$ cat src/logic/msr_cfg.svh
// Purpose: Constants for the modem status and interrupt reporting block.
// Assumes: One 125 MHz clock, host access by read and write strobes.
// Notes: Offsets, bit positions, reset values and timing counts.
// Notes on behaviour
// - Interrupt bit rises only for masked-in events; status read clears it.
// - Interrupt pin goes low while interrupt bit and pin enable are set.
// - Receive modes: bit 6 data ready, bit 5 overflow; data read clears.
// - Status may lag a mode change by up to 150 us.
// - Ring bit 14 works in standby and while control reset bit is set.
// - Ring bit is the inverse of the ring input pin level.
// - Ring interrupt only on pin falling edge with control bits 5 and 6.
// - FSK receive: bit 0 shows demodulator output at eight times rate.
// - DTMF receive: detection interrupts only with mask bit 0 set.
// - DTMF digit is a 4-bit tone-pair code in status bits 3 to 0.
// - Automodem status is a 16-bit read-only word at address EB.
// - Automodem word bits 9 to 7 always read zero.
// - Rate sequence codes in bits 15 to 13, rate in bits 12 to 10.
// - Message event codes fill bits 15 to 10; other codes unused.
// - Three-bit rate field encodes 14400 down to 1200 bps.
// - SNR grade sits in bits 6 to 4; code 001 unused.
// - Status bit 9 sets on message update or SNR or mode change.
// - Reading the automodem word clears status bit 9.
// - Interrupt sets on rising status bit 14 to 5 with mask set.
// - Operating mode sits in automodem word bits 3 to 0.
`ifndef MSR_CFG_SVH
`define MSR_CFG_SVH

// Register addresses.
`define MSR_ADDR_GCR      8'hE0
`define MSR_ADDR_TXMODE   8'hE1
`define MSR_ADDR_RXMODE   8'hE2
`define MSR_ADDR_RXDATA   8'hE5
`define MSR_ADDR_STATUS   8'hE6
`define MSR_ADDR_AUTOMODE 8'hEB

// Status register bit positions.
`define MSR_ST_IRQ    15
`define MSR_ST_RING   14
`define MSR_ST_PROG   13
`define MSR_ST_ENERGY 10
`define MSR_ST_AMEVT  9
`define MSR_ST_BREAK  8
`define MSR_ST_RXRDY  6
`define MSR_ST_RXOVF  5
`define MSR_ST_FERR   4
`define MSR_ST_FSK    0

// General control register bit positions.
`define MSR_GC_MASK_DATA 0
`define MSR_GC_MASK_PAT  1
`define MSR_GC_MASK_NRG  2
`define MSR_GC_RING_A    5
`define MSR_GC_PIN_EN    6
`define MSR_GC_RESET     7
`define MSR_GC_RESET2    8

// Reset values.
`define MSR_GCR_RST    16'h0000
`define MSR_MODE_RST   16'h0000

// Mode settle time and clock period in ns.
`define MSR_SETTLE_NS  150000
`define MSR_CLK_NS     8
`define MSR_SETTLE_CYC ((`MSR_SETTLE_NS + `MSR_CLK_NS - 1) / `MSR_CLK_NS)

`endif

$ cat src/logic/msr_pkg.sv
// Purpose: Types for the modem status and interrupt reporting block.
// Assumes: Constants come from msr_cfg.svh.
// Notes: Carriers for host requests and datapath events.
package msr_pkg;

  // Receive operating modes as seen by the status logic.
  typedef enum logic [2:0] {
    MSR_RX_OFF,
    MSR_RX_FSK,
    MSR_RX_QAM,
    MSR_RX_DTMF,
    MSR_RX_MAN
  } msr_rx_mode_t;

  // Host register request, one cycle per strobe.
  typedef struct packed {
    logic        rd;
    logic        wr;
    logic [7:0]  addr;
    logic [15:0] wdata;
  } msr_host_req_t;

  // Receive datapath events and levels.
  typedef struct packed {
    logic       rx_ready;
    logic       rx_ovf;
    logic       frame_err;
    logic       brk;
    logic       energy;
    logic [2:0] pattern;
    logic       dtmf_det;
    logic [3:0] dtmf_code;
    logic       fsk_bit;
    logic       fsk_stb;
  } msr_rx_ev_t;

  // Automodem report from the QAM engine.
  typedef struct packed {
    logic       msg_stb;
    logic [5:0] msg;
    logic [2:0] snr;
    logic [3:0] mode;
  } msr_am_t;

endpackage

$ cat src/logic/msr_status.sv
// Purpose: Status word, automodem word and interrupt request logic.
// Assumes: Datapath events are one-cycle pulses on ref_clk.
// Notes: Ring pin is asynchronous and passes a three-flop filter.
`timescale 1ns/1ns
`include "msr_cfg.svh"

module msr_status #(
  parameter int unsigned SETTLE_CYC = `MSR_SETTLE_CYC
)(
  // Clock and reset.
  input  wire logic                   ref_clk,
  input  wire logic                   rst,
  // Host register access.
  input  wire msr_pkg::msr_host_req_t host_req,
  output logic [15:0]                 rd_data,
  output logic                        rd_valid,
  // Datapath inputs.
  input  wire logic [15:0]            rx_data_in,
  input  wire logic                   prog_flag,
  input  wire msr_pkg::msr_rx_ev_t    rx_ev,
  input  wire msr_pkg::msr_am_t       am_in,
  // Pins.
  input  wire logic                   ring_detect_input_low,
  output logic                        interrupt_out_low,
  // Control seen by the datapath.
  output logic [15:0]                 gcr_out,
  output logic [15:0]                 tx_mode_out
);

  localparam int CW = $clog2(SETTLE_CYC + 1);

  logic [15:0]           gcr_r;
  logic [15:0]           tx_mode_r;
  logic [15:0]           rx_mode_r;
  msr_pkg::msr_rx_mode_t act_mode_r;
  msr_pkg::msr_rx_mode_t req_mode;
  logic [CW-1:0]         settle_r;
  logic                  chg_pend_r;
  logic                  rdn_s1_r;
  logic                  rdn_s2_r;
  logic                  rdn_s3_r;
  logic                  pin_lvl_r;
  logic                  ring_fall;
  logic                  rd_status;
  logic                  rd_rxdata;
  logic                  rd_am;
  logic                  wr_gcr;
  logic                  gen_rst;
  logic                  rx_rdy_r;
  logic                  rx_ovf_r;
  logic                  ferr_r;
  logic                  brk_r;
  logic                  am_evt_r;
  logic                  fsk_r;
  logic                  dtmf_r;
  logic [3:0]            dtmf_code_r;
  logic [5:0]            am_msg_r;
  logic [2:0]            am_snr_r;
  logic [3:0]            am_mode_r;
  logic                  irq_r;
  logic [14:5]           st_hi;
  logic [14:5]           st_prev_r;
  logic [14:5]           mask_vec;
  logic [15:0]           status;
  logic [15:0]           am_word;
  logic                  am_set;
  logic                  irq_set;
  logic                  irq_clr;
  logic                  is_rx;

  // Host strobe decode.
  assign rd_status = host_req.rd && host_req.addr == `MSR_ADDR_STATUS;
  assign rd_rxdata = host_req.rd && host_req.addr == `MSR_ADDR_RXDATA;
  assign rd_am     = host_req.rd && host_req.addr == `MSR_ADDR_AUTOMODE;
  assign wr_gcr    = host_req.wr && host_req.addr == `MSR_ADDR_GCR;
  assign gen_rst   = gcr_r[`MSR_GC_RESET] || gcr_r[`MSR_GC_RESET2];
  assign is_rx     = act_mode_r != msr_pkg::MSR_RX_OFF
                  && act_mode_r != msr_pkg::MSR_RX_DTMF;

  // Control registers written by the host.
  always_ff @(posedge ref_clk or posedge rst)
  begin
    if (rst)
    begin
      gcr_r     <= `MSR_GCR_RST;
      tx_mode_r <= `MSR_MODE_RST;
      rx_mode_r <= `MSR_MODE_RST;
    end
    else if (host_req.wr)
    begin
      if (wr_gcr)
        gcr_r <= host_req.wdata;
      if (host_req.addr == `MSR_ADDR_TXMODE)
        tx_mode_r <= host_req.wdata;
      if (host_req.addr == `MSR_ADDR_RXMODE)
        rx_mode_r <= host_req.wdata;
    end
  end

  // Map the receive mode field onto the status interpretation.
  always_comb
  begin
    case (rx_mode_r[2:0])
      3'h1:    req_mode = msr_pkg::MSR_RX_FSK;
      3'h2:    req_mode = msr_pkg::MSR_RX_QAM;
      3'h3:    req_mode = msr_pkg::MSR_RX_DTMF;
      3'h4:    req_mode = msr_pkg::MSR_RX_MAN;
      default: req_mode = msr_pkg::MSR_RX_OFF;
    endcase
  end

  // A mode write takes effect on the status bits after the settle time,
  // which keeps half-switched datapath events out of the new mode.
  always_ff @(posedge ref_clk or posedge rst)
  begin
    if (rst)
    begin
      act_mode_r <= msr_pkg::MSR_RX_OFF;
      settle_r   <= '0;
      chg_pend_r <= 1'b0;
    end
    else if (host_req.wr && (host_req.addr == `MSR_ADDR_RXMODE
             || host_req.addr == `MSR_ADDR_TXMODE))
    begin
      settle_r   <= CW'(SETTLE_CYC - 1);
      chg_pend_r <= 1'b1;
    end
    else if (chg_pend_r)
    begin
      if (settle_r == '0)
      begin
        act_mode_r <= req_mode;
        chg_pend_r <= 1'b0;
      end
      else
        settle_r <= settle_r - CW'(1);
    end
  end

  // Ring pin filter; the level changes only when stages two and three agree.
  always_ff @(posedge ref_clk or posedge rst)
  begin
    if (rst)
    begin
      rdn_s1_r  <= 1'b1;
      rdn_s2_r  <= 1'b1;
      rdn_s3_r  <= 1'b1;
      pin_lvl_r <= 1'b1;
    end
    else
    begin
      rdn_s1_r <= ring_detect_input_low;
      rdn_s2_r <= rdn_s1_r;
      rdn_s3_r <= rdn_s2_r;
      if (rdn_s2_r == rdn_s3_r)
        pin_lvl_r <= rdn_s3_r;
    end
  end

  // Falling pin edge; not gated by the reset bit so ringing still wakes.
  assign ring_fall = rdn_s2_r == rdn_s3_r && !rdn_s3_r && pin_lvl_r;

  // Data ready and overflow; the set wins over a clearing data read.
  always_ff @(posedge ref_clk or posedge rst)
  begin
    if (rst)
    begin
      rx_rdy_r <= 1'b0;
      rx_ovf_r <= 1'b0;
    end
    else if (gen_rst)
    begin
      rx_rdy_r <= 1'b0;
      rx_ovf_r <= 1'b0;
    end
    else
    begin
      if (is_rx && rx_ev.rx_ready)
        rx_rdy_r <= 1'b1;
      else if (rd_rxdata || !is_rx)
        rx_rdy_r <= 1'b0;
      if (is_rx && rx_ev.rx_ovf)
        rx_ovf_r <= 1'b1;
      else if (rd_rxdata || !is_rx)
        rx_ovf_r <= 1'b0;
    end
  end

  // Sticky receive error flags, cleared by a status read.
  always_ff @(posedge ref_clk or posedge rst)
  begin
    if (rst)
    begin
      ferr_r <= 1'b0;
      brk_r  <= 1'b0;
    end
    else if (gen_rst)
    begin
      ferr_r <= 1'b0;
      brk_r  <= 1'b0;
    end
    else
    begin
      if (is_rx && rx_ev.frame_err)
        ferr_r <= 1'b1;
      else if (rd_status)
        ferr_r <= 1'b0;
      if (act_mode_r == msr_pkg::MSR_RX_QAM && rx_ev.brk)
        brk_r <= 1'b1;
      else if (rd_status)
        brk_r <= 1'b0;
    end
  end

  // FSK demodulator bit, sampled on the datapath's eight-times-rate tick.
  always_ff @(posedge ref_clk or posedge rst)
  begin
    if (rst)
      fsk_r <= 1'b0;
    else if (act_mode_r != msr_pkg::MSR_RX_FSK)
      fsk_r <= 1'b0;
    else if (rx_ev.fsk_stb)
      fsk_r <= rx_ev.fsk_bit;
  end

  // DTMF detection flag and digit code; the code holds until the next digit.
  always_ff @(posedge ref_clk or posedge rst)
  begin
    if (rst)
    begin
      dtmf_r      <= 1'b0;
      dtmf_code_r <= 4'h0;
    end
    else if (gen_rst || act_mode_r != msr_pkg::MSR_RX_DTMF)
    begin
      dtmf_r      <= 1'b0;
      dtmf_code_r <= 4'h0;
    end
    else if (rx_ev.dtmf_det)
    begin
      dtmf_r      <= 1'b1;
      dtmf_code_r <= rx_ev.dtmf_code;
    end
    else if (rd_status)
      dtmf_r <= 1'b0;
  end

  // Automodem fields follow the QAM engine report.
  always_ff @(posedge ref_clk or posedge rst)
  begin
    if (rst)
    begin
      am_msg_r  <= 6'h00;
      am_snr_r  <= 3'h0;
      am_mode_r <= 4'h0;
    end
    else
    begin
      if (am_in.msg_stb)
        am_msg_r <= am_in.msg;
      am_snr_r  <= am_in.snr;
      am_mode_r <= am_in.mode;
    end
  end

  // Message update, SNR change or mode change raises the event bit.
  assign am_set = act_mode_r == msr_pkg::MSR_RX_QAM
               && (am_in.msg_stb || am_in.snr != am_snr_r
                   || am_in.mode != am_mode_r);

  // Automodem event bit; a word read clears it unless a new event lands.
  always_ff @(posedge ref_clk or posedge rst)
  begin
    if (rst)
      am_evt_r <= 1'b0;
    else if (am_set)
      am_evt_r <= 1'b1;
    else if (rd_am || gen_rst)
      am_evt_r <= 1'b0;
  end

  // Assemble the automodem word; bits 9 to 7 are hard zero.
  assign am_word = {am_msg_r, 3'h0, am_snr_r, am_mode_r};

  // Bits 14 to 5 per mode, with their interrupt mask bits.
  always_comb
  begin
    st_hi    = '0;
    mask_vec = '0;
    st_hi[`MSR_ST_PROG] = prog_flag;
    case (act_mode_r)
      msr_pkg::MSR_RX_QAM:
      begin
        st_hi[`MSR_ST_AMEVT] = am_evt_r;
        st_hi[`MSR_ST_BREAK] = brk_r;
        st_hi[`MSR_ST_RXRDY] = rx_rdy_r;
        st_hi[`MSR_ST_RXOVF] = rx_ovf_r;
      end
      msr_pkg::MSR_RX_FSK, msr_pkg::MSR_RX_MAN:
      begin
        st_hi[`MSR_ST_ENERGY] = rx_ev.energy;
        st_hi[9:7]            = rx_ev.pattern;
        st_hi[`MSR_ST_RXRDY]  = rx_rdy_r;
        st_hi[`MSR_ST_RXOVF]  = rx_ovf_r;
      end
      msr_pkg::MSR_RX_DTMF:
        st_hi[`MSR_ST_RXOVF] = dtmf_r;
      default:
        st_hi[`MSR_ST_RXOVF] = 1'b0;
    endcase
    mask_vec[`MSR_ST_ENERGY] = gcr_r[`MSR_GC_MASK_NRG];
    mask_vec[9:7] = {3{gcr_r[`MSR_GC_MASK_PAT]}};
    mask_vec[6:5] = {2{gcr_r[`MSR_GC_MASK_DATA]}};
  end

  // Previous bits for edge detection; ring excluded, it has its own edge.
  always_ff @(posedge ref_clk or posedge rst)
  begin
    if (rst)
      st_prev_r <= '0;
    else
      st_prev_r <= st_hi;
  end

  // Interrupt request sources and clears.
  assign irq_set = |(st_hi & ~st_prev_r & mask_vec)
                || (ring_fall && gcr_r[`MSR_GC_RING_A]
                    && gcr_r[`MSR_GC_PIN_EN]);
  assign irq_clr = rd_status || gen_rst
                || (wr_gcr && (host_req.wdata[`MSR_GC_RESET]
                    || host_req.wdata[`MSR_GC_RESET2]));

  // Interrupt request bit; a new event beats a same-cycle clear.
  always_ff @(posedge ref_clk or posedge rst)
  begin
    if (rst)
      irq_r <= 1'b0;
    else if (irq_set)
      irq_r <= 1'b1;
    else if (irq_clr)
      irq_r <= 1'b0;
  end

  // Full status word; ring reads the inverted pin in every state.
  always_comb
  begin
    status                = 16'h0000;
    status[`MSR_ST_IRQ]   = irq_r;
    status[`MSR_ST_RING]  = !pin_lvl_r;
    status[13:5]          = st_hi[13:5];
    status[`MSR_ST_FERR]  = is_rx && ferr_r;
    if (act_mode_r == msr_pkg::MSR_RX_DTMF)
      status[3:0] = dtmf_code_r;
    else
      status[`MSR_ST_FSK] = fsk_r;
  end

  // Pin is low while request and enable are both set; one cycle of lag.
  always_ff @(posedge ref_clk or posedge rst)
  begin
    if (rst)
      interrupt_out_low <= 1'b1;
    else
      interrupt_out_low <= !(irq_r && gcr_r[`MSR_GC_PIN_EN]);
  end

  // Registered read port; unmapped addresses read zero.
  always_ff @(posedge ref_clk or posedge rst)
  begin
    if (rst)
    begin
      rd_data  <= 16'h0000;
      rd_valid <= 1'b0;
    end
    else
    begin
      rd_valid <= host_req.rd;
      if (host_req.rd)
      begin
        case (host_req.addr)
          `MSR_ADDR_STATUS:   rd_data <= status;
          `MSR_ADDR_AUTOMODE: rd_data <= am_word;
          `MSR_ADDR_RXDATA:   rd_data <= rx_data_in;
          `MSR_ADDR_GCR:      rd_data <= gcr_r;
          default:            rd_data <= 16'h0000;
        endcase
      end
    end
  end

  // Control copies for the datapath.
  always_ff @(posedge ref_clk or posedge rst)
  begin
    if (rst)
    begin
      gcr_out     <= `MSR_GCR_RST;
      tx_mode_out <= `MSR_MODE_RST;
    end
    else
    begin
      gcr_out     <= gcr_r;
      tx_mode_out <= tx_mode_r;
    end
  end

endmodule

$ cat config.mk
export PLATFORM = sky130hd
export DESIGN_NAME = msr_status
export DESIGN_NICKNAME = d
export VERILOG_FILES = /design/src/logic/msr_pkg.sv /design/src/logic/msr_status.sv
export VERILOG_INCLUDE_DIRS = /design/src /design/src/logic
export SDC_FILE = /design/constraint.sdc
export NUM_CORES = 1
export LEC_CHECK = 0
export BUFFER_PORTS_ARGS = -buffer_cell sky130_fd_sc_hd__clkbuf_2
export CORE_UTILIZATION = 30
export DETAILED_ROUTE_END_ITERATION = 6
export PLACE_DENSITY_LB_ADDON = 0.15
export SLEW_MARGIN = 20
export SYNTH_ARGS = -nofsm -noshare
export SYNTH_HDL_FRONTEND = slang
export SYNTH_SLANG_ARGS = --single-unit
$ cat constraint.sdc
create_clock -name ref_clk -period 4.7 [get_ports ref_clk]
set_clock_uncertainty 0.2 [all_clocks]
set_input_delay 0.47 -clock ref_clk [delete_from_list [all_inputs] [get_ports ref_clk]]
set_output_delay 0.47 -clock ref_clk [all_outputs]
set_load 0.005 [all_outputs]
Word-level counts from Yosys, hierarchy flattened
Index checks and enable logic that the tools add are counted.
Operators by class
  add/sub/neg operators: 1
  equality and inequality tests: 20
  multiplexer cells: 35
  bitwise operators: 4
  reduce and logical (&&, ||, !) cells: 53
Operators with widths (number)
  case mux 16 bit (4 select lines): 1
  == test 8 bit (second input constant): 6
  2-to-1 mux 15 bit: 3
  2-to-1 mux 1 bit: 25
  logical AND 1 bit: 18
  nonzero test 3 bit: 6
  zero test 15 bit: 1
  subtractor 15 x 1 -> 15 bit (second input constant): 1
  == test 3 x 2 -> 1 bit (second input constant): 4
  case mux 3 bit (4 select lines): 1
  logical OR 1 bit: 11
  AND 10 x 6 -> 10 bit: 1
  AND 9 x 10 -> 10 bit: 1
  NOT 9 -> 10 bit: 1
  nonzero test 2 bit: 5
  OR reduction 10 bit: 1
  2-to-1 mux 4 bit: 2
  AND reduction 2 bit: 4
  == test 3 x 1 -> 1 bit (second input constant): 2
  == test 3 bit (second input constant): 2
  zero test 1 bit: 4
  != test 4 bit: 1
  case mux 2 bit (2 select lines): 1
  2-to-1 mux 3 bit: 1
  other kinds (10): 10
Word-level totals
  bits in registers: 140
  input port bits: 75
  output and inout bits: 50
  logic and storage cells: 141

Logic depth before layout (Yosys ltp)
  depth in word-level cells: 8
  gate-level depth with buffers: 7
  depth with buffers taken out: 6

Worst setup path before layout
Ideal clock, no wire load.
  path kind: input to register
  start point: input port host_req[18] (netlist name)
  end point: register gcr_r[0]
  library setup time: 0.125 ns
  arrival time: 1.996 ns
  data required time: 4.375 ns
  path slack: 2.378 ns
  stages on the path: 5
  path buffers: 2
  cells stage by stage: or4b_4 > or4_4 > buf_6 > buf_12 > mux2_4
On the way
  word-level cells in the longest chain between the ends: 3
RTL lines
  start: declaration: line msr_status.sv:14  | input wire msr_pkg::msr_host_req_t host_req,
  == test 8 bit
  logical AND 1 bit (no line)
  AND reduction 2 bit (no line)
  end signal: assignment: line msr_status.sv:85  | gcr_r <= `MSR_GCR_RST;
  end signal: assignment: line msr_status.sv:92  | gcr_r <= host_req.wdata;
  end: declaration: line msr_status.sv:32  | logic [15:0] gcr_r;
No other way between the ends.
A chain may end at the register's enable or synchronous reset.

Final worst setup path
  start point: register settle_r[3]
  end point: register act_mode_r[1]
On the way
  word-level cells in the longest chain between the ends: 2
RTL lines
  start: declaration: line msr_status.sv:37  | logic [CW-1:0] settle_r;
  start signal: assignment: line msr_status.sv:125  | settle_r <= CW'(SETTLE_CYC - 1);
  start signal: assignment: line msr_status.sv:136  | settle_r <= settle_r - CW'(1);
  zero test 15 bit: line msr_status.sv:130  | if (settle_r == '0)
  AND reduction 3 bit (no line)
  end signal: assignment: line msr_status.sv:118  | act_mode_r <= msr_pkg::MSR_RX_OFF;
  end signal: assignment: line msr_status.sv:132  | act_mode_r <= req_mode;
  end: declaration: line msr_status.sv:35  | msr_pkg::msr_rx_mode_t act_mode_r;
No other way between the ends.

==> reports/metrics.yaml <==
clocking:
  clkLatencyLatePin_ns: 0.42
  cts_tree: "done"
  cts_max_level: 4
  cts_hold_buf: 7
  clk_pin_slew_ns: 0.06
  cts_resized: 0
  cts_setup_buffers: 0
  root_buffer: "clkbuf_16"
  cts_sinks: 139
  cts_buffers: 17
  clk_path_buf_depth: 2
timing:
  relSlewSlack_pct: 34.2
  finalSetupViolCount: 0
  finalCriticalPeriod_ns: 2.95
  worst_pin_slew_ns: 0.973
  whs_ns: 0.0763
  worst_slack_ns: 1.75
  timing.final.max_slew_violations: 0
  max_freq_mhz: 339
  finalSetupTns_ns: 0
  rsz0062_at_grt: "false"
  finalCritPeriodShare_pct: 62.8
  hold_viol_final: 0
global_route:
  grt_overflow: 0
  grt_pass1_vias: 4490
  grt_max_degree: 110
  grt_pass1_wl_um: 25400
  antenna_found_initial: 2
  gr-usage-all-layers_pct: 17.0
cells_and_area:
  regArea_sq_mm: 0.00348
  drive_gt1_share_pct: 36.3
  layout.nets: 678
  final_cell_area_sq_mm: 0.00744
  num-fill-cells: 1926
  multiInputGateArea_sq_mm: 0.00225
  utilization_pct: 39.1
  syn_to_final_growth_pct: 26.1
  stdcell_count: 876
critical_path:
  start_kind: "flip-flop"
  cp-end-kind: "flip-flop"
  r2r_slack_ns: 1.75
  crit_type: "reg2reg"
  cp_max_fo: 11
  worstPathRequired_ns: 4.80
  crit_arrival_ns: 3.05
synthesis:
  yosysTopAreaCell: "dfrtp_1"
  synth_top_cell_area_share_pct: 56.8
  yosysMostFrequentCell: "dfrtp_1"
  yosysUniqueCellTypes: 65
  ys_seq_area_share_pct: 59.0
  synthesis.area_per_instance_sq_um: 12.6
  syn-num-nets: 544
  syn_area_sq_mm: 0.00590
  netlist_instances: 467
  synth_flop_cell: "dfrtp_1"
  yosysWarnings: 0
  ys_ff_latch: 139
  synth_async_sr_flop_share_pct: 100
  synth_edf_count: 0
  synth.area.top_cells: "dfrtp_1 57%, mux2_2 6.7%, mux2_4 2.3%"
  netlist_top_cells_count: "134 x dfrtp_1, 35 x mux2_2, 20 x nor2_1, 17 x clkbuf_1, 16 x nand2_1"
route:
  first_pass_iters: 5
  wirelength_um: 16400
  final_antenna_net_count: 0
  avgRoutedWirePerCell_um: 18.7
  vias_per_cell: 5.04
  vias: 4418
  drt_iter0_drc: 255
  drc: 0
die:
  chipHeight_um: 142
  start_util_pct: 31.0
  core_area_sq_mm: 0.0190
  die_w_um: 142
  pin_count: 125
  die_area_sq_mm: 0.0202
  rows: 50
place:
  dp_cells: 832
  io_buffers: 124
  gp_congestion: 0.801
  place_area_sq_mm: 0.00677
  dpl.hpwl_um: 11600
  dpl_worst_slack_ns: 1.67
job:
  maxCapViolCount: 0
power_and_ir_drop:
  leakagePower_nw: 3.49
  ir_drop_mv: 0.247
  finalPower_mw: 2.93
  p_per_area_mw_per_mm2: 393
status:
  status: "completed"
worst_hold_path:
  hold_class: "in2reg"
==> layout make-up <==
| cell class | count | share of cell area [%] |
|---|---|---|
| antenna | 2 | 0.0672 |
| clock buffer | 18 | 5.76 |
| clock inverter | 14 | 1.68 |
| inverter | 16 | 0.874 |
| multi-input combinational | 290 | 30.2 |
| sequential | 139 | 46.8 |
| tap | 260 | 4.37 |
| timing repair buffer | 137 | 10.2 |
==> state kept, by name (all words and copies together) (netlist names), 3 cells and up <==
| register | flops |
|---|---|
| tx_mode_out | 16 |
| rd_data | 16 |
| gcr_r | 16 |
| am_snr_r | 3 |
| dtmf_code_r | 4 |
| am_mode_r | 4 |
| tx_mode_r | 16 |
| rx_mode_r | 3 |
| settle_r | 15 |
| act_mode_r | 3 |
| gcr_out | 16 |
| st_prev_r | 6 |
| am_msg_r | 6 |
==> worst max-delay path, stage by stage (launching register included) <==
cell and delay (ns):
dfrtp_1 0.41, nor4_1 0.71, nand4_1 0.57, nor3_1 0.54, mux2_2 0.40
==> power breakdown <==
group	switching [mW]	internal (mW)	total, mW
clock	0.533	0.727	1.26
sequential	0.0825	1.29	1.37
combinational	0.155	0.141	0.296
total	0.771	2.16	2.93
==> per-layer routing <==
layer	GRT usage (%)	routed length, um	up-vias
li1	-	-	2035
met1	22.2	7330	2236
met2	26.8	7760	137
met3	6.19	1120	10
met4	4.24	145	0
met5	0	0	-
==> path summary, 6_finish.rpt <==
check / from / end / cells after the start
worst max-delay path: settle_r[3]$_DFFE_PP0P_ / act_mode_r[1]$_DFFE_PP0P_ / 4
worst min-delay path: am_in[9] / am_msg_r[2]$_DFFE_PP0P_ / 2
worst max register to register: settle_r[3]$_DFFE_PP0P_ / act_mode_r[1]$_DFFE_PP0P_ / 4
worst min register to register: rdn_s1_r$_DFF_PP1_ / rdn_s2_r$_DFF_PP1_ / 0
max in group asynchronous: rst / rdn_s2_r$_DFF_PP1_ / 4
min in group asynchronous: rst / gcr_out[4]$_DFF_PP0_ / 3
==> layout by cell type, fill, tap and decap left out, types with 7 or more instances in the layout <==
cell           instances
and3_1                 8
dfrtp_1              134
inv_1                 14
nor3_1                 9
xor2_1                 8
nand4_1               10
a22o_1                13
a21oi_1               11
a22oi_1               10
mux2_4                 9
nor4_1                 7
nor2_1                20
nand3_1                9
dlygate4sd3_1          9
clkbuf_16             17
nand2_1               16
o21ai_0                9
o2bb2ai_1             14
clkbuf_2             124
mux2_2                35
==> cells by family after synthesis <==
logic type | after synthesis | synth area share (%)
muxes | 50 | 9.98
and+or+nand+nor | 133 | 13.8
xor gates and xnor gates | 12 | 1.78
AOI/OAI and AO/OA | 93 | 12.1
buffers and inverters | 38 | 2.86
adders and majority gates | 2 | 0.424
DFF | 139 | 59.0
Power figures use the tool's default switching activity.
